**config.mk**
```make
export PLATFORM = sky130hd
export DESIGN_NAME = dci_ctrl
export DESIGN_NICKNAME = d
export VERILOG_FILES = /design/src/rtl/dci_ctrl.v
export VERILOG_INCLUDE_DIRS = /design/src /design/src/rtl
export SDC_FILE = /design/constraint.sdc
export NUM_CORES = 1
export LEC_CHECK = 0
export ABC_CLOCK_PERIOD_IN_PS = 2300
export BUFFER_PORTS_ARGS = -buffer_cell sky130_fd_sc_hd__buf_2
export CELL_PAD_IN_SITES_DETAIL_PLACEMENT = 1
export CELL_PAD_IN_SITES_GLOBAL_PLACEMENT = 1
export CORE_ASPECT_RATIO = 1.5
export CORE_UTILIZATION = 40
export CTS_CLUSTER_SIZE = 16
export DETAILED_ROUTE_END_ITERATION = 16
export GPL_ROUTABILITY_DRIVEN = 0
export HOLD_SLACK_MARGIN = 0.02
export PLACE_DENSITY = 0.9
export REMOVE_ABC_BUFFERS = 1
export SKIP_CTS_REPAIR_TIMING = 1
export SLEW_MARGIN = 20
export SYNTH_ARGS = -nofsm -noshare
export SYNTH_HDL_FRONTEND = slang
export SYNTH_SLANG_ARGS = --single-unit
export TNS_END_PERCENT = 10
```
**constraint.sdc**
```tcl
create_clock -name clock -period 2.3 [get_ports clock]
set_input_delay 0.115 -clock clock [delete_from_list [all_inputs] [get_ports clock]]
set_output_delay 0.115 -clock clock [all_outputs]
set_load 0.05 [all_outputs]
```
**src/rtl/dci_defs.vh**
```
// Constants of the daisy-chain interrupt controller: register offsets,
// field positions, reset values and vector coding.
// Assumes inclusion by bare name from the design file.
`ifndef DCI_DEFS_VH
`define DCI_DEFS_VH
// APB byte addresses of the registers.
`define DCI_OFS_CTRL_A 8'h00
`define DCI_OFS_CTRL_B 8'h04
`define DCI_OFS_EXT_A 8'h08
`define DCI_OFS_EXT_B 8'h0C
`define DCI_OFS_VEC_WR 8'h10
`define DCI_OFS_VEC_RD_A 8'h14
`define DCI_OFS_VEC_RD_B 8'h18
`define DCI_OFS_PEND 8'h1C
`define DCI_OFS_MASTER 8'h20
`define DCI_OFS_CMD 8'h24
`define DCI_OFS_IUS 8'h28
// Fields of the per-channel irq control register.
`define DCI_CTL_EXT_EN 0
`define DCI_CTL_TX_EN 1
`define DCI_CTL_RXMODE_LO 2
`define DCI_CTL_PAR_SPEC 4
// Receive interrupt modes.
`define DCI_RX_OFF 2'h0
`define DCI_RX_FIRST 2'h1
`define DCI_RX_ALL 2'h2
`define DCI_RX_SPEC 2'h3
// Fields of the per-channel extension control register.
`define DCI_EXT_RX4 3
`define DCI_EXT_TXALL 5
// Fields of the master control register.
`define DCI_MST_VIS 0
`define DCI_MST_MIE 3
// Fields of the command register.
`define DCI_CMD_SOFT_ACK 0
`define DCI_CMD_EOS 1
`define DCI_CMD_REARM_LO 2
`define DCI_CMD_CLR_LO 8
// Reset values.
`define DCI_RST_CTRL 12'h000
`define DCI_RST_EXT 16'h0000
`define DCI_RST_VEC 8'h00
`define DCI_RST_MASTER 8'h00
// Idle levels of the pin synchronisers: chain in, acknowledge and read high.
`define DCI_RST_PINS 9'h007
// Vector status field position and codes.
`define DCI_VEC_STAT_LO 1
`define DCI_CODE_NONE 3'h3
`define DCI_CODE_A_SPEC 3'h7
`define DCI_CODE_B_SPEC 3'h3
`endif

```
**src/rtl/dci_ctrl.v**
```verilog
// Daisy-chain interrupt controller for a two-channel serial controller.
// Assumes channel event inputs come from logic on the same clock, chain,
// acknowledge, read and modem pins come from outside and are synchronised.
//
// Local design decisions: the register addresses and the APB interface to the registers.
`timescale 1ns/10ps
`include "dci_defs.vh"

module dci_ctrl (
  input wire clock,
  input wire resetn,
  // APB slave.
  input wire psel,
  input wire penable,
  input wire pwrite,
  input wire [7:0] paddr,
  input wire [31:0] pwdata,
  output reg [31:0] prdata,
  output reg pready,
  output reg pslverr,
  // Daisy chain and acknowledge pins.
  input wire chainEnableIn,
  output reg chainEnableOut,
  input wire ackStrobeN,
  input wire readStrobeN,
  output reg irqOutN,
  output reg irqOe,
  output reg [7:0] dataOut,
  output reg dataOe,
  // Channel events, bit 0 is channel A, bit 1 channel B.
  input wire [1:0] rxCharPulse,
  input wire [1:0] rxFifoGe4,
  input wire [1:0] rxOverrun,
  input wire [1:0] rxFrameErr,
  input wire [1:0] rxEndFrame,
  input wire [1:0] rxParityErr,
  input wire [1:0] txTopEmpty,
  input wire [1:0] txAllEmpty,
  input wire [1:0] txUnderrun,
  input wire [1:0] brgZero,
  input wire [1:0] breakAbortLevel,
  // Modem pins, asynchronous to the clock.
  input wire [1:0] ctsPin,
  input wire [1:0] carrierDetectPin,
  input wire [1:0] syncPin
);

  // Software registers.
  reg [11:0] ctrl_q; // Write-only enables, six bits per channel.
  reg [15:0] ext_q; // Extension control, eight bits per channel.
  reg [7:0] vec_q; // Interrupt vector base.
  reg [7:0] master_q; // Master enable and vector status enable.
  // Interrupt state.
  reg [5:0] pend_q; // Pending bits, index 0 is highest priority.
  reg [5:0] pend_d;
  reg [5:0] ius_q; // In-service bits.
  reg [5:0] ius_d;
  reg [1:0] spec_q; // Receive pending came from a special condition.
  reg [1:0] spec_d;
  reg [1:0] first_q; // First character already reported.
  reg [1:0] first_d;
  // Synchronisers: stage one is read only by stage two.
  reg [8:0] pinMeta_q;
  reg [8:0] pinSync_q;
  reg [5:0] modemPrev_q; // Last synchronised modem levels.
  reg [1:0] brkPrev_q;
  reg [1:0] ge4Prev_q;
  reg ackPrev_q;
  // Acknowledge bookkeeping.
  reg ackOwn_q; // This device won the current acknowledge.
  reg [7:0] ackVec_q; // Vector latched at acknowledge.

  wire apbWrite = psel & penable & pready & pwrite;
  wire [5:0] cmdBits = pwdata[5:0];
  wire cmdHit = apbWrite & (paddr == `DCI_OFS_CMD);
  wire softAck = cmdHit & cmdBits[`DCI_CMD_SOFT_ACK];
  wire endSvc = cmdHit & cmdBits[`DCI_CMD_EOS];
  wire [1:0] rearm = cmdHit ? pwdata[`DCI_CMD_REARM_LO +: 2] : 2'h0;
  wire [5:0] clrPend = cmdHit ? pwdata[`DCI_CMD_CLR_LO +: 6] : 6'h00;

  wire chainIn = pinSync_q[0];
  wire ackNow = ~pinSync_q[1];
  wire rdLow = ~pinSync_q[2];
  wire [1:0] cts = pinSync_q[4:3];
  wire [1:0] dcd = pinSync_q[6:5];
  wire [1:0] syn = pinSync_q[8:7];
  wire master_enable = master_q[`DCI_MST_MIE];

  // Two flip-flops on every pin before any logic looks at it.
  always @(posedge clock) begin
    if (!resetn) begin
      // Stages start at the idle pin levels, so no false strobe or read
      // appears in the two cycles after reset while they refill.
      pinMeta_q <= `DCI_RST_PINS;
      pinSync_q <= `DCI_RST_PINS;
    end else begin
      pinMeta_q <= {syncPin, carrierDetectPin, ctsPin, readStrobeN, ackStrobeN, chainEnableIn};
      pinSync_q <= pinMeta_q;
    end
  end

  // Per channel: enables and the set event of each of its three sources.
  wire [5:0] srcEn;
  wire [5:0] srcSet;
  wire [1:0] specEv;
  wire [1:0] charEv;
  genvar c;
  generate
    for (c = 0; c < 2; c = c + 1) begin : gCh
      wire [5:0] ctl = ctrl_q[6*c +: 6];
      wire [7:0] ext = ext_q[8*c +: 8];
      wire [1:0] mode = ctl[`DCI_CTL_RXMODE_LO +: 2];
      // Receive character: every pulse, or arrival at four bytes.
      wire chr = ext[`DCI_EXT_RX4] ? (rxFifoGe4[c] & ~ge4Prev_q[c]) : rxCharPulse[c];
      wire spc = rxOverrun[c] | rxFrameErr[c] | rxEndFrame[c] |
        (ctl[`DCI_CTL_PAR_SPEC] & rxParityErr[c]);
      wire chrOk = (mode == `DCI_RX_ALL) | ((mode == `DCI_RX_FIRST) & ~first_q[c]);
      wire txEv = ext[`DCI_EXT_TXALL] ? txAllEmpty[c] : txTopEmpty[c];
      // Modem edges in either direction and line events.
      wire pinEdge = (cts[c] ^ modemPrev_q[c]) | (dcd[c] ^ modemPrev_q[2 + c]) |
        (syn[c] ^ modemPrev_q[4 + c]);
      wire brkEdge = breakAbortLevel[c] ^ brkPrev_q[c];
      wire extEv = pinEdge | txUnderrun[c] | brgZero[c] | brkEdge;
      assign srcEn[3*c] = (mode != `DCI_RX_OFF);
      assign srcEn[3*c + 1] = ctl[`DCI_CTL_TX_EN];
      assign srcEn[3*c + 2] = ctl[`DCI_CTL_EXT_EN];
      assign charEv[c] = chr & chrOk;
      // Specials are taken in every enabled mode, also after the first character.
      assign specEv[c] = spc;
      assign srcSet[3*c] = charEv[c] | specEv[c];
      assign srcSet[3*c + 1] = txEv;
      assign srcSet[3*c + 2] = extEv;
    end
  endgenerate

  // Edge history for modem pins, break level and the four-byte threshold.
  always @(posedge clock) begin
    if (!resetn) begin
      modemPrev_q <= 6'h00;
      brkPrev_q <= 2'h0;
      ge4Prev_q <= 2'h0;
      ackPrev_q <= 1'b0;
    end else begin
      modemPrev_q <= {syn, dcd, cts};
      brkPrev_q <= breakAbortLevel;
      ge4Prev_q <= rxFifoGe4;
      ackPrev_q <= ackNow;
    end
  end

  // Internal chain: a source is eligible only if nothing at or above it is
  // in service. Lower index is higher priority, channel A first.
  reg [5:0] elig;
  reg [5:0] topOne;
  reg blk;
  // Each combinational process owns its loop index, so that no variable
  // is driven from two processes.
  integer i; // Loop index of the chain process.
  integer j; // Loop index of the in-service scan.
  integer k; // Loop index of the next-state process.
  always @* begin
    blk = 1'b0;
    elig = 6'h00;
    topOne = 6'h00;
    for (i = 0; i < 6; i = i + 1) begin
      blk = blk | ius_q[i];
      elig[i] = pend_q[i] & ~blk;
    end
    blk = 1'b0;
    for (i = 0; i < 6; i = i + 1) begin
      topOne[i] = elig[i] & ~blk;
      blk = blk | elig[i];
    end
  end

  // Request exists only with master enable and a free chain above us.
  wire reqAny = master_enable & chainIn & (|elig);

  // Status code of the highest eligible source; special receive differs
  // from an ordinary character only here.
  reg [2:0] statCode;
  always @* begin
    statCode = `DCI_CODE_NONE;
    if (topOne[0]) begin
      statCode = spec_q[0] ? `DCI_CODE_A_SPEC : 3'h6;
    end else if (topOne[1]) begin
      statCode = 3'h4;
    end else if (topOne[2]) begin
      statCode = 3'h5;
    end else if (topOne[3]) begin
      statCode = spec_q[1] ? `DCI_CODE_B_SPEC : 3'h2;
    end else if (topOne[4]) begin
      statCode = 3'h0;
    end else if (topOne[5]) begin
      statCode = 3'h1;
    end
  end

  // Vector with three bits replaced by status.
  wire [7:0] vecStat = {vec_q[7:4], statCode, vec_q[0]};
  wire [7:0] vecAck = master_q[`DCI_MST_VIS] ? vecStat : vec_q;
  // A hardware acknowledge starts on the falling strobe; software may do the same.
  wire ackGo = (ackNow & ~ackPrev_q) | softAck;
  wire ackWin = ackGo & reqAny;

  // Lowest set in-service bit is the one being serviced now.
  reg [5:0] iusTop;
  reg seen;
  always @* begin
    seen = 1'b0;
    iusTop = 6'h00;
    for (j = 0; j < 6; j = j + 1) begin
      iusTop[j] = ius_q[j] & ~seen;
      seen = seen | ius_q[j];
    end
  end

  // Next state of pending, in-service and receive flags.
  always @* begin
    // Set beats clear; disabled sources never set.
    pend_d = (pend_q & ~clrPend) | (srcSet & srcEn);
    spec_d = spec_q;
    first_d = first_q & ~rearm;
    for (k = 0; k < 2; k = k + 1) begin
      // The special flag follows the receive pending bit; a new special
      // in the same cycle as a clear keeps it set.
      if (clrPend[3*k]) begin
        spec_d[k] = 1'b0;
      end
      if (specEv[k] & srcEn[3*k]) begin
        spec_d[k] = 1'b1;
      end
      // A reported character closes first-character mode until re-armed.
      if (charEv[k] & srcEn[3*k]) begin
        first_d[k] = 1'b1;
      end
    end
    ius_d = ius_q;
    if (endSvc) begin
      ius_d = ius_q & ~iusTop;
    end
    if (ackWin) begin
      ius_d = ius_d | topOne;
    end
  end

  // Interrupt state registers.
  always @(posedge clock) begin
    if (!resetn) begin
      pend_q <= 6'h00;
      ius_q <= 6'h00;
      spec_q <= 2'h0;
      first_q <= 2'h0;
    end else begin
      pend_q <= pend_d;
      ius_q <= ius_d;
      spec_q <= spec_d;
      first_q <= first_d;
    end
  end

  // Pin side: request, chain out and vector drive.
  always @(posedge clock) begin
    if (!resetn) begin
      irqOutN <= 1'b0;
      irqOe <= 1'b0;
      chainEnableOut <= 1'b0;
      ackOwn_q <= 1'b0;
      ackVec_q <= 8'h00;
      dataOut <= 8'h00;
      dataOe <= 1'b0;
    end else begin
      irqOutN <= 1'b0; // Open drain: only the enable toggles.
      // Released for the whole acknowledge cycle.
      irqOe <= reqAny & ~ackNow;
      chainEnableOut <= chainIn & ~(|ius_q) & ~(ackNow & reqAny);
      if (ackWin) begin
        ackOwn_q <= ~softAck | ackNow;
        ackVec_q <= vecAck;
      end else if (!ackNow) begin
        ackOwn_q <= 1'b0;
      end
      dataOut <= ackVec_q;
      dataOe <= ackOwn_q & ackNow & chainIn & rdLow;
    end
  end

  // Read multiplexer; the enable register reads as zero.
  reg [31:0] rdata;
  reg rerr;
  always @* begin
    rerr = 1'b0;
    case (paddr)
      `DCI_OFS_CTRL_A: rdata = 32'h0000_0000;
      `DCI_OFS_CTRL_B: rdata = 32'h0000_0000;
      `DCI_OFS_EXT_A: rdata = {24'h00_0000, ext_q[7:0]};
      `DCI_OFS_EXT_B: rdata = {24'h00_0000, ext_q[15:8]};
      `DCI_OFS_VEC_WR: rdata = {24'h00_0000, vec_q};
      `DCI_OFS_VEC_RD_A: rdata = {24'h00_0000, vec_q};
      `DCI_OFS_VEC_RD_B: rdata = {24'h00_0000, vecStat};
      `DCI_OFS_PEND: rdata = {26'h000_0000, pend_q};
      `DCI_OFS_MASTER: rdata = {24'h00_0000, master_q};
      `DCI_OFS_CMD: rdata = 32'h0000_0000;
      `DCI_OFS_IUS: rdata = {26'h000_0000, ius_q};
      default: begin
        rdata = 32'h0000_0000;
        rerr = 1'b1;
      end
    endcase
  end

  // APB slave: the answer is registered in the setup cycle, so every access
  // phase completes in one cycle with no wait state.
  always @(posedge clock) begin
    if (!resetn) begin
      prdata <= 32'h0000_0000;
      pready <= 1'b0;
      pslverr <= 1'b0;
    end else if (psel & ~penable) begin
      prdata <= pwrite ? 32'h0000_0000 : rdata;
      pready <= 1'b1;
      pslverr <= rerr;
    end else begin
      pready <= 1'b0;
      pslverr <= 1'b0;
    end
  end

  // Register writes take effect at the completing edge.
  always @(posedge clock) begin
    if (!resetn) begin
      ctrl_q <= `DCI_RST_CTRL;
      ext_q <= `DCI_RST_EXT;
      vec_q <= `DCI_RST_VEC;
      master_q <= `DCI_RST_MASTER;
    end else if (apbWrite) begin
      case (paddr)
        `DCI_OFS_CTRL_A: ctrl_q[5:0] <= pwdata[5:0];
        `DCI_OFS_CTRL_B: ctrl_q[11:6] <= pwdata[5:0];
        `DCI_OFS_EXT_A: ext_q[7:0] <= pwdata[7:0];
        `DCI_OFS_EXT_B: ext_q[15:8] <= pwdata[7:0];
        `DCI_OFS_VEC_WR: vec_q <= pwdata[7:0];
        `DCI_OFS_MASTER: master_q <= pwdata[7:0];
        default: ;
      endcase
    end
  end

endmodule

```
==> results of run 1 <==
[cell type report]
class / count / area (um2) / area share
clock inverters: 9 / 175 / 0.0270
clock buffers: 22 / 464 / 0.0716
inverters: 14 / 52.6 / 0.00810
repair buffers: 109 / 656 / 0.101
flip-flops and latches: 117 / 2340 / 0.361
multi-input cells: 419 / 2600 / 0.401
well taps: 156 / 195 / 0.0301
[how the worst max path moves through the flow]
stage | start | to | slack [ps] | cells after the start
6_report | ius_q[0] | ackVec_q[2] | 210 | 5
3_5_place_dp | paddr[1] | ius_q[3] | 150 | 6
4_1_cts | ius_q[0] | ackVec_q[2] | 150 | 5
3_3_place_gp | paddr[1] | ackVec_q[1] | 220 | 6
5_1_grt | pend_q[2] | ackVec_q[7] | 40 | 6
2_1_floorplan | pready | ackVec_q[1] | -160 | 5
[flip-flops by register name, summed over array words and instances, names as in the netlist, 8 cells and up]
register / flops
ext_q: 16
master_q: 8
ackVec_q: 8
pinSync_q: 9
vec_q: 8
dataOut: 8
pinMeta_q: 9
ctrl_q: 10
prdata: 8
[per-stage QoR]
| stage | instance area (um2) | total power [W] | hold slack (ps) | util | TNS, ps |
|---|---|---|---|---|---|
| after floorplan | 4990 | 0.00227 | 188 | - | -373 |
| after global placement | 5710 | 0.00240 | 301 | 0.452 | 0 |
| after detailed placement | 5710 | 0.00241 | 302 | 0.452 | 0 |
| after CTS | 6350 | 0.00530 | -128 | 0.502 | 0 |
| after global routing | 6490 | 0.00542 | 27.1 | 0.513 | 0 |
| final | 6490 | 0.00528 | -4.68 | 0.513 | 0 |
[per-layer routing]
metal / GRT usage / share of wire / vias to the layer above
met5: 0 / 0 / -
met4: 0.194 / 0.063 / 0
met3: 0.0625 / 0.058 / 69
met2: 0.414 / 0.51 / 197
met1: 0.242 / 0.37 / 2197
li1: - / - / 2164
[critical path, stage by stage, from the launching register on]
cell	delay [ps]
dfxtp_1	410
nor4_4	410
o211ai_1	220
nor4b_1	490
a21oi_1	170
mux2_4	280
[kinds of logic after synthesis]
logic type             after synthesis
AND/OR/NAND/NOR                    246
flip-flops                         117
AO/OA/AOI/OAI                      107
buffers and inverters               73
multiplexers                        36
XOR/XNOR                             5
other                                1
[cells in the mapped netlist (3+ instances only)]
cell type	number	area [um2]
a211oi_1	3	22.5
a21boi_0	30	225
a21oi_1	10	50.1
a221o_1	3	30.0
a22oi_1	9	67.6
a32o_1	4	40.0
a32oi_1	3	26.3
and2_1	28	175
and3_1	5	31.3
buf_2	5	25.0
buf_4	25	188
clkbuf_1	26	97.6
dfxtp_1	117	2340
inv_1	14	52.6
mux2_2	8	90.1
mux2i_1	27	270
nand2_1	95	357
nand2b_1	11	68.8
nand3_1	15	75.1
nand3b_1	5	37.5
nor2_1	24	90.1
nor2b_1	26	163
nor3_1	5	25.0
nor4_2	3	37.5
nor4b_1	4	35.0
o211ai_1	4	30.0
o21ai_0	15	75.1
or3_1	5	31.3
xnor2_1	4	35.0
[report_power, final]
part           total, W  internal (W)  switching, W
Combinational  0.000328      0.000105      0.000223
Clock           0.00289       0.00197      0.000924
Sequential      0.00206       0.00205    0.00000916
Total           0.00528       0.00413       0.00116
==> results by group, run 1 <==
Outcome
  • Outcome: complete, but fails checks
  • Violated checks: hold timing

GRT
  • First-pass GRT wire length: 24.4 mm
  • Number of global-route vias before repair: 5026
  • Initial antenna violation count: 0
  • GR Overflow Total: 0
  • Largest net degree at the start of global routing: 50
  • Overall routing resource usage: 0.242

Placement
  • Placed Cells: 802
  • Post-Place Worst Slack: 146 ps
  • Detailed placement HPWL: 10.9 mm
  • Input/output buffers: 78

Synth
  • Area of the mapped netlist: 5230 um2
  • Xor/xnor share of the synthesized area: 0.00838
  • Largest family of logic cells by synthesized area: simple AND/OR/NAND/NOR gates
  • Primary FF master, synth: dfxtp_1
  • Mux contribution to synthesized area: 0.0718
  • Syn Area/Cell: 8.93 um2
  • Adder-cell share of the synthesized area: 0
  • Total number of yosys warnings: 0
  • Seq/Total Area, Yosys: 0.448
  • Post-synth EDFFs: 0
  • Simple-gate share of the synthesized area: 0.249
  • Ys async rst share: 0
  • Post-synth cell types: 68
  • Synth Area in Compound Gates: 0.149
  • Yosys reg bits: 117
  • Syn Inst Count: 585

Timing
  • RSZ-0062 raised after global routing: false
  • Slew headroom: 0.577
  • Max Freq: 478 MHz
  • Final setup viols: 0
  • Final Hold Viols: 1
  • Tightest Pin Transition: 632 ps
  • Clock skew: 10.0 ps
  • PnR worst setup slack: 208 ps
  • Slew Viols, Final: 0
  • Post-layout min period: 2090 ps
  • Worst hold slack: -4.68 ps
  • Crit share post-route: 0.910

Clock network
  • CTS tree: yes
  • CTS Buf Count: 17
  • Clk sinks: 117
  • Worst-skew pair later-pin latency: 410 ps
  • CTS H-tree lvls: 4
  • Clock transition at path regs: 50 ps
  • CTS max path bufs: 2
  • Root buf cell: clkbuf_16

Floorplanning
  • IO Pins: 122
  • Die height: 142 um
  • Row cnt: 50
  • Core ar.: 12600 um2
  • Die area: 13500 um2
  • Initial Utilization: 0.414
  • Die Wd: 95.3 um

Final layout
  • Layout cell share with drive strength beyond 1: 0.209
  • Most common cell after layout, fill and taps aside: dfxtp_1
  • Fill count: 1472
  • N_diodes: 0
  • Area Growth Syn to Fin: 24.1%
  • Nets: 754
  • Count of non-filler cells in the finished layout: 846
  • Commonest cells after routing, fill and taps aside: dfxtp_1 (117), nand2_1 (95), buf_2 (78)

Worst setup path
  • Crit path arrival time: 2390 ps
  • Crit-path max FO: 9
  • RR Endpoint: ackVec_q[2]
  • CP Data Required Time: 2590 ps
  • Critical Path Start Type: flip-flop
  • Reg-to-reg startpoint: ius_q[0]
  • Setup CP Type: flip-flop to flip-flop
  • Flop2flop setup slack: 210 ps
  • Worst-case reg-to-reg path depth: 5
  • Worst Setup End Kind: flip-flop

Hold path
  • Sink of the worst hold path: pend_q[2]
  • Hold WC Path Type: input pin to flip-flop
  • HP Start: pwdata[10]
  • Hold path cells: 4

Detailed routing
  • TritonRoute pass-1 iters: 4
  • Drt first-iter violations: 210
  • Vias: 4627
  • Routed wire length per instance: 18.4 um
  • # DRC: 0
  • Vias/cell: 5.47
  • Final ANT Viol Nets: 0
  • DRT Wirelength: 15.5 mm

Power
  • Pwr dens: 815 nW/um2
  • Worst vdd ir: 593 uV
  • Static leakage: 2.60 nW

Job
  • Max Cap Violations: 0
Note: power is estimated with default switching activity, not from simulation.
==> inputs of run 2 (changes only) <==
Settings changed: PLACE_DENSITY 0.9 to unset, PLACE_DENSITY_LB_ADDON set to 0.1.
==> run 2 against run 1 <==
Net effect:
- the flow now finishes without violations
- flip-flop and latch count stayed put
- non-clock buffer count up 6
- setup slack improved by 5.0 ps
- wire length is 5.0% lower
- maximum frequency increased by 0.24%
- via count down 3.6%
- sequential share of layout area fell by 0.11 points
- clock-buffer cell count decreased by 3
- final area grew 0.31%
- utilization is 0.16 points higher
- critical path type unchanged
==> results by group, run 2 (synthesis results as in run 1) <==
Final layout
  • Multi-input logic area: 2590 um2 (-0.34%)
  • Top reg by flops: ext_q
  • Area Growth Syn to Fin: 24.5%
  • Nets: 760 (+0.80%)
  • Fill count: 1511 (+2.6%)
  • Reg area: 2340 um2 (unchanged)
  • Commonest cells after routing, fill and taps aside: dfxtp_1 (117), nand2_1 (95), buf_2 (78)
  • Layout cell share with drive strength beyond 1: 0.220 (+0.0108)
  • Most common cell after layout, fill and taps aside: dfxtp_1
  • Largest register FFs: 16 (unchanged)
  • N_diodes: 0 (unchanged)
  • Top flop regs: ext_q x16, ctrl_q x10

Timing
  • Post-layout min period: 2090 ps (-5.04 ps)
  • RSZ-0062 raised after global routing: false
  • Clock skew: 5.87 ps (-4.17 ps)
  • Slew headroom: 0.549 (-0.0275)
  • Crit share post-route: 0.907 (-0.00219)
  • Worst hold slack: 2.38 ps (+7.05 ps)
  • Max Freq: 479 MHz (+0.24%)
  • PnR worst setup slack: 213 ps (+5.04 ps)
  • Final setup viols: 0 (unchanged)
  • Final Hold Viols: 0 (-1)
  • Tightest Pin Transition: 668 ps (+36.2 ps)
  • Slew Viols, Final: 0 (unchanged)

GRT
  • Met3 usage: 0.0449 (-0.0176)
  • Met2 usage: 0.397 (-0.0173)
  • Initial antenna violation count: 0 (unchanged)
  • Number of global-route vias before repair: 4570 (-9.1%)
  • Global Route met1 Usage: 0.259 (+0.0169)
  • GR Overflow Total: 0 (unchanged)
  • Overall routing resource usage: 0.230 (-0.0118)
  • Largest net degree at the start of global routing: 70 (+40%)
  • Top Usage Layer GRT: met2
  • First-pass GRT wire length: 23.2 mm (-5.2%)

Clock network
  • Root buf cell: clkbuf_16
  • Worst-skew pair later-pin latency: 410 ps (about the same)
  • Clk sinks: 117 (unchanged)
  • CTS H-tree lvls: 4 (unchanged)
  • CTS max path bufs: 2 (unchanged)
  • Clock transition at path regs: 60 ps (about the same)
  • CTS Buf Count: 17 (unchanged)
  • CTS tree: yes

Worst setup path
  • Reg-to-reg startpoint: ius_q[0]
  • Worst Setup End Kind: flip-flop
  • Critical Path Start Type: flip-flop
  • Crit path arrival time: 2390 ps (about the same)
  • Worst setup path startpoint: ius_q[0]
  • Flop2flop setup slack: 210 ps (about the same)
  • CP Data Required Time: 2610 ps (+20 ps)
  • Highest-delay cell along the critical path: nor4b_1
  • Crit-path cells: nor4_2 -> o211ai_1 -> nor4b_1 -> o221ai_1 -> a22o_1
  • RR Endpoint: prdata[2]
  • Setup CP Type: flip-flop to flip-flop
  • Worst-case reg-to-reg path depth: 5 (unchanged)
  • Crit path largest cell delay: 510 ps (+20 ps)
  • Crit-path max FO: 4 (-5)

Hold path
  • Hold WC Path Type: input pin to flip-flop
  • Hold path cells: 4 (unchanged)
  • HP Start: pwdata[13]
  • Sink of the worst hold path: pend_q[5]

Placement
  • Detailed placement HPWL: 10.6 mm (-3.0%)
  • Input/output buffers: 78 (unchanged)
  • Post-Place Worst Slack: 188 ps (+41.5 ps)

Detailed routing
  • Routed wire length per instance: 17.3 um (-5.8%)
  • Final ANT Viol Nets: 0 (unchanged)
  • Vias: 4460 (-3.6%)
  • # DRC: 0 (unchanged)
  • Vias/cell: 5.23 (-4.4%)
  • Drt first-iter violations: 165 (-21%)
  • TritonRoute pass-1 iters: 5 (+1)
  • DRT Wirelength: 14.7 mm (-5.0%)

Floorplanning
  • Die height: 142 um (unchanged)
  • Die area: 13500 um2 (unchanged)
  • Core ar.: 12600 um2 (unchanged)
  • Die Wd: 95.3 um (unchanged)
  • Row cnt: 50 (unchanged)
  • IO Pins: 122 (unchanged)
  • Initial Utilization: 0.414 (unchanged)

Power
  • Static leakage: 2.61 nW (+0.67%)
  • Tot Pwr: 0.00519 W (-1.8%)
  • Worst vdd ir: 759 uV (+28%)
  • Pwr dens: 797 nW/um2 (-2.1%)

Job
  • Max Cap Violations: 0 (unchanged)

Outcome
  • Outcome: completed
[run 2: how the worst max path moves through the flow]
stage | to | slack [ps] | cells after the start
3_5_place_dp | ackVec_q[0] | 190 | 7
5_1_grt | prdata[2] | 90 | 5
2_1_floorplan | ackVec_q[1] | -160 | 5
3_3_place_gp | ackVec_q[1] | 190 | 6
4_1_cts | ackVec_q[0] | 240 | 6
6_report | prdata[2] | 210 | 5
[run 2: per-stage QoR]
step                      area (um2)   util  setup TNS, ps  cells
after floorplan                 4990      -           -373    550
after global placement          5750  0.455              0    808
after detailed placement        5750  0.455              0    808
after CTS                       6380  0.505              0    840
after global routing            6510  0.515              0    853
final                           6510  0.515              0    853
[run 2: area by class of cell]
type	instances	share of cell area
Tap cell	156	0.0300
Sequential cell	117	0.360
Inverter	14	0.00808
Timing Repair Buffer	115	0.108
Clock inverter	13	0.0277
Clock buffer	19	0.0681
Multi-Input combinational cell	419	0.398
[run 2: power by group]
| part | switching [W] | total (W) | internal, W | leakage [nW] |
|---|---|---|---|---|
| Combinational | 0.000223 | 0.000328 | 0.000105 | 1.37 |
| Sequential | 0.00000875 | 0.00206 | 0.00205 | 0.948 |
| Clock | 0.000961 | 0.00280 | 0.00184 | 0.299 |
[run 2: critical path: cells and delay by family, from the launching register on]
kind / cells / cell delay [ps]
AO/OA/AOI/OAI: 3 / 720
flip-flops: 1 / 320
AND/OR/NAND/NOR: 2 / 950
[run 2: per-layer routing]
layer  up-vias  share of wire
met5         -              0
met4         0          0.045
met3        34          0.032
met2       115           0.51
met1      2142           0.41
li1       2169              -
==> inputs of run 3 (changes only) <==
Settings changed: BUFFER_PORTS_ARGS -buffer_cell sky130_fd_sc_hd__buf_2 to unset, CORE_UTILIZATION 40 to 45, DONT_BUFFER_PORTS set to 1, PLACE_DENSITY_LB_ADDON 0.1 to 0.2.
==> run 3 against run 2 <==
Net effect:
- sequential power about the same
- clock power fell by 3%
- combinational power down 17%
- clock skew shrank 0.70 ps
- critical path type unchanged
- largest power group unchanged
==> results by group, run 3 (synthesis results as in run 1) <==
Detailed routing
  • Final ANT Viol Nets: 0 (unchanged)
  • Vias: 4380 (-1.8%)
  • Drt first-iter violations: 200 (+21%)
  • DRT Wirelength: 15.1 mm (+2.3%)
  • Routed wire length per instance: 19.3 um (+12%)
  • TritonRoute pass-1 iters: 5 (unchanged)
  • # DRC: 0 (unchanged)
  • Vias/cell: 5.61 (+7.3%)

Power
  • Switching part of the total: 0.219 (-0.0108)
  • Combinational Power Share: 0.054 (-0.009)
  • Net Sw Power: 0.00111 W (-7.0%)
  • Clock power share: 0.538 (about the same)
  • Worst vdd ir: 524 uV (-31%)
  • Internal power: 0.00395 W (-0.98%)
  • Pwr dens: 805 nW/um2 (+1.0%)
  • Flop pwr share: 0.409 (+0.012)
  • Static leakage: 2.34 nW (-11%)

Timing
  • Post-layout min period: 2090 ps (+4.79 ps)
  • Slew Viols, Final: 0 (unchanged)
  • Slew headroom: 0.560 (+0.0112)
  • Setup Total Neg Slack: 0 ps (unchanged)
  • Crit share post-route: 0.909 (+0.00208)
  • Worst hold slack: 16.1 ps (+13.7 ps)
  • Max Freq: 478 MHz (-0.23%)
  • Clock skew: 5.17 ps (-0.701 ps)
  • RSZ-0062 raised after global routing: false
  • Final Hold Viols: 0 (unchanged)
  • Tightest Pin Transition: 651 ps (-16.6 ps)
  • Final setup viols: 0 (unchanged)

Floorplanning
  • IO Pins: 122 (unchanged)
  • Initial Utilization: 0.468 (+0.0542)
  • Die area: 12100 um2 (-11%)
  • Core ar.: 11200 um2 (-12%)
  • Die height: 134 um (-5.6%)
  • Die Wd: 90.0 um (-5.6%)
  • Row cnt: 47 (-6.0%)

Worst setup path
  • Reg-to-reg startpoint: pready
  • Highest-delay cell along the critical path: nor4_4
  • Worst-case reg-to-reg path depth: 5 (unchanged)
  • Crit path arrival time: 2390 ps (about the same)
  • Worst Setup End Kind: flip-flop
  • CP Data Required Time: 2600 ps (about the same)
  • Crit path largest cell delay: 570 ps (+60 ps)
  • Crit-path max FO: 7 (+3)
  • Setup CP Type: flip-flop to flip-flop
  • Flop2flop setup slack: 210 ps (about the same)
  • Critical path buffers and inverters: 0 (unchanged)
  • Critical Path Start Type: flip-flop
  • Crit-path cells: nand4_1 -> nor4_4 -> o2bb2ai_1 -> and2_2 -> mux2_2
  • CP top delay family: simple AND/OR/NAND/NOR gates
  • RR Endpoint: ackVec_q[1]

Clock network
  • CTS H-tree lvls: 4 (unchanged)
  • Worst-skew pair later-pin latency: 410 ps (about the same)
  • Root buf cell: clkbuf_16
  • CTS max path bufs: 2 (unchanged)
  • CTS tree: yes
  • Clk sinks: 117 (unchanged)
  • CTS Buf Count: 17 (unchanged)
  • Clock transition at path regs: 50 ps (about the same)

Final layout
  • Top reg by flops: ext_q
  • Top flop regs: ext_q x16, ctrl_q x10
  • Layout cell share with drive strength beyond 1: 0.104 (-0.115)
  • Area Growth Syn to Fin: 20.3%
  • Most common cell after layout, fill and taps aside: dfxtp_1
  • Cell area after layout: 6290 um2 (-3.3%)
  • Largest register FFs: 16 (unchanged)
  • Nets: 698 (-8.2%)
  • N_diodes: 0 (unchanged)
  • Count of non-filler cells in the finished layout: 781 (-8.4%)
  • Fill count: 1279 (-15%)
  • Commonest cells after routing, fill and taps aside: dfxtp_1 (117), nand2_1 (95), dlygate4sd3_1 (36)

Hold path
  • Sink of the worst hold path: ius_q[4]
  • HP Start: pwdata[1]
  • Hold path cells: 3 (-1)
  • Hold WC Path Type: input pin to flip-flop

Placement
  • Placed Cells: 713 (-12%)
  • DP Area: 5290 um2 (-8.0%)
  • Detailed placement HPWL: 9.78 mm (-7.9%)
  • Input/output buffers: 0 (-100%)

GRT
  • Initial antenna violation count: 0 (unchanged)
  • GR Overflow Total: 0 (unchanged)
  • First-pass GRT wire length: 22.6 mm (-2.3%)
  • Largest net degree at the start of global routing: 117 (+67%)
  • Overall routing resource usage: 0.245 (+0.0146)
  • Number of global-route vias before repair: 4370 (-4.4%)

Outcome
  • Outcome: completed

Job
  • Max Cap Violations: 0 (unchanged)
## run 3: power groups by stage
stage / logic, W / clock network (W) / registers [W]
after floorplan: 0.000158 / 0 / 0.00211
after detailed placement: 0.000175 / 0 / 0.00211
final: 0.000272 / 0.00272 / 0.00207
after CTS: 0.000176 / 0.00276 / 0.00207
after global routing: 0.000287 / 0.00285 / 0.00207
after global placement: 0.000172 / 0 / 0.00211
## run 3: metrics by stage
stage / utilization / setup WS, ps / power [W]
finish: 0.563 / 208 / 0.00506
global route: 0.563 / 88.8 / 0.00521
CTS: 0.528 / 219 / 0.00501
detailed placement: 0.474 / 231 / 0.00229
global placement: 0.474 / 296 / 0.00228
floorplan: - / -162 / 0.00227
## run 3: worst max path at each step
stage / from / to / slack (ps) / depth (start not counted)
finish: pready / ackVec_q[1] / 210 / 5
global route: pready / ackVec_q[4] / 90 / 6
detailed placement: paddr[4] / ackVec_q[1] / 230 / 5
global placement: ius_q[2] / ackVec_q[2] / 300 / 5
CTS: pready / ackVec_q[5] / 220 / 6
floorplan: pready / ackVec_q[1] / -160 / 5
## run 3: layout make-up
cell class                      count  area (um2)  area share
Clock buffer                       23         488      0.0776
Clock inverter                      8         123      0.0195
Inverter                           14        52.6     0.00835
Multi-Input combinational cell    419        2590       0.412
Sequential cell                   117        2340       0.372
Tap cell                          147         184      0.0292
Timing Repair Buffer               53         508      0.0808
## run 3: layer usage
| layer | GRT usage | vias to the layer above | part of all wire |
|---|---|---|---|
| met2 | 0.441 | 168 | 0.53 |
| met5 | 0 | - | 0 |
| met1 | 0.259 | 2110 | 0.38 |
| li1 | - | 2058 | - |
| met3 | 0.0680 | 44 | 0.049 |
| met4 | 0.131 | 0 | 0.038 |
## run 3: tightest hold or removal path: cells and delay by family
kind,cells,cell delay [ps]
AND/OR/NAND/NOR,2,200
AO/OA/AOI/OAI,1,80
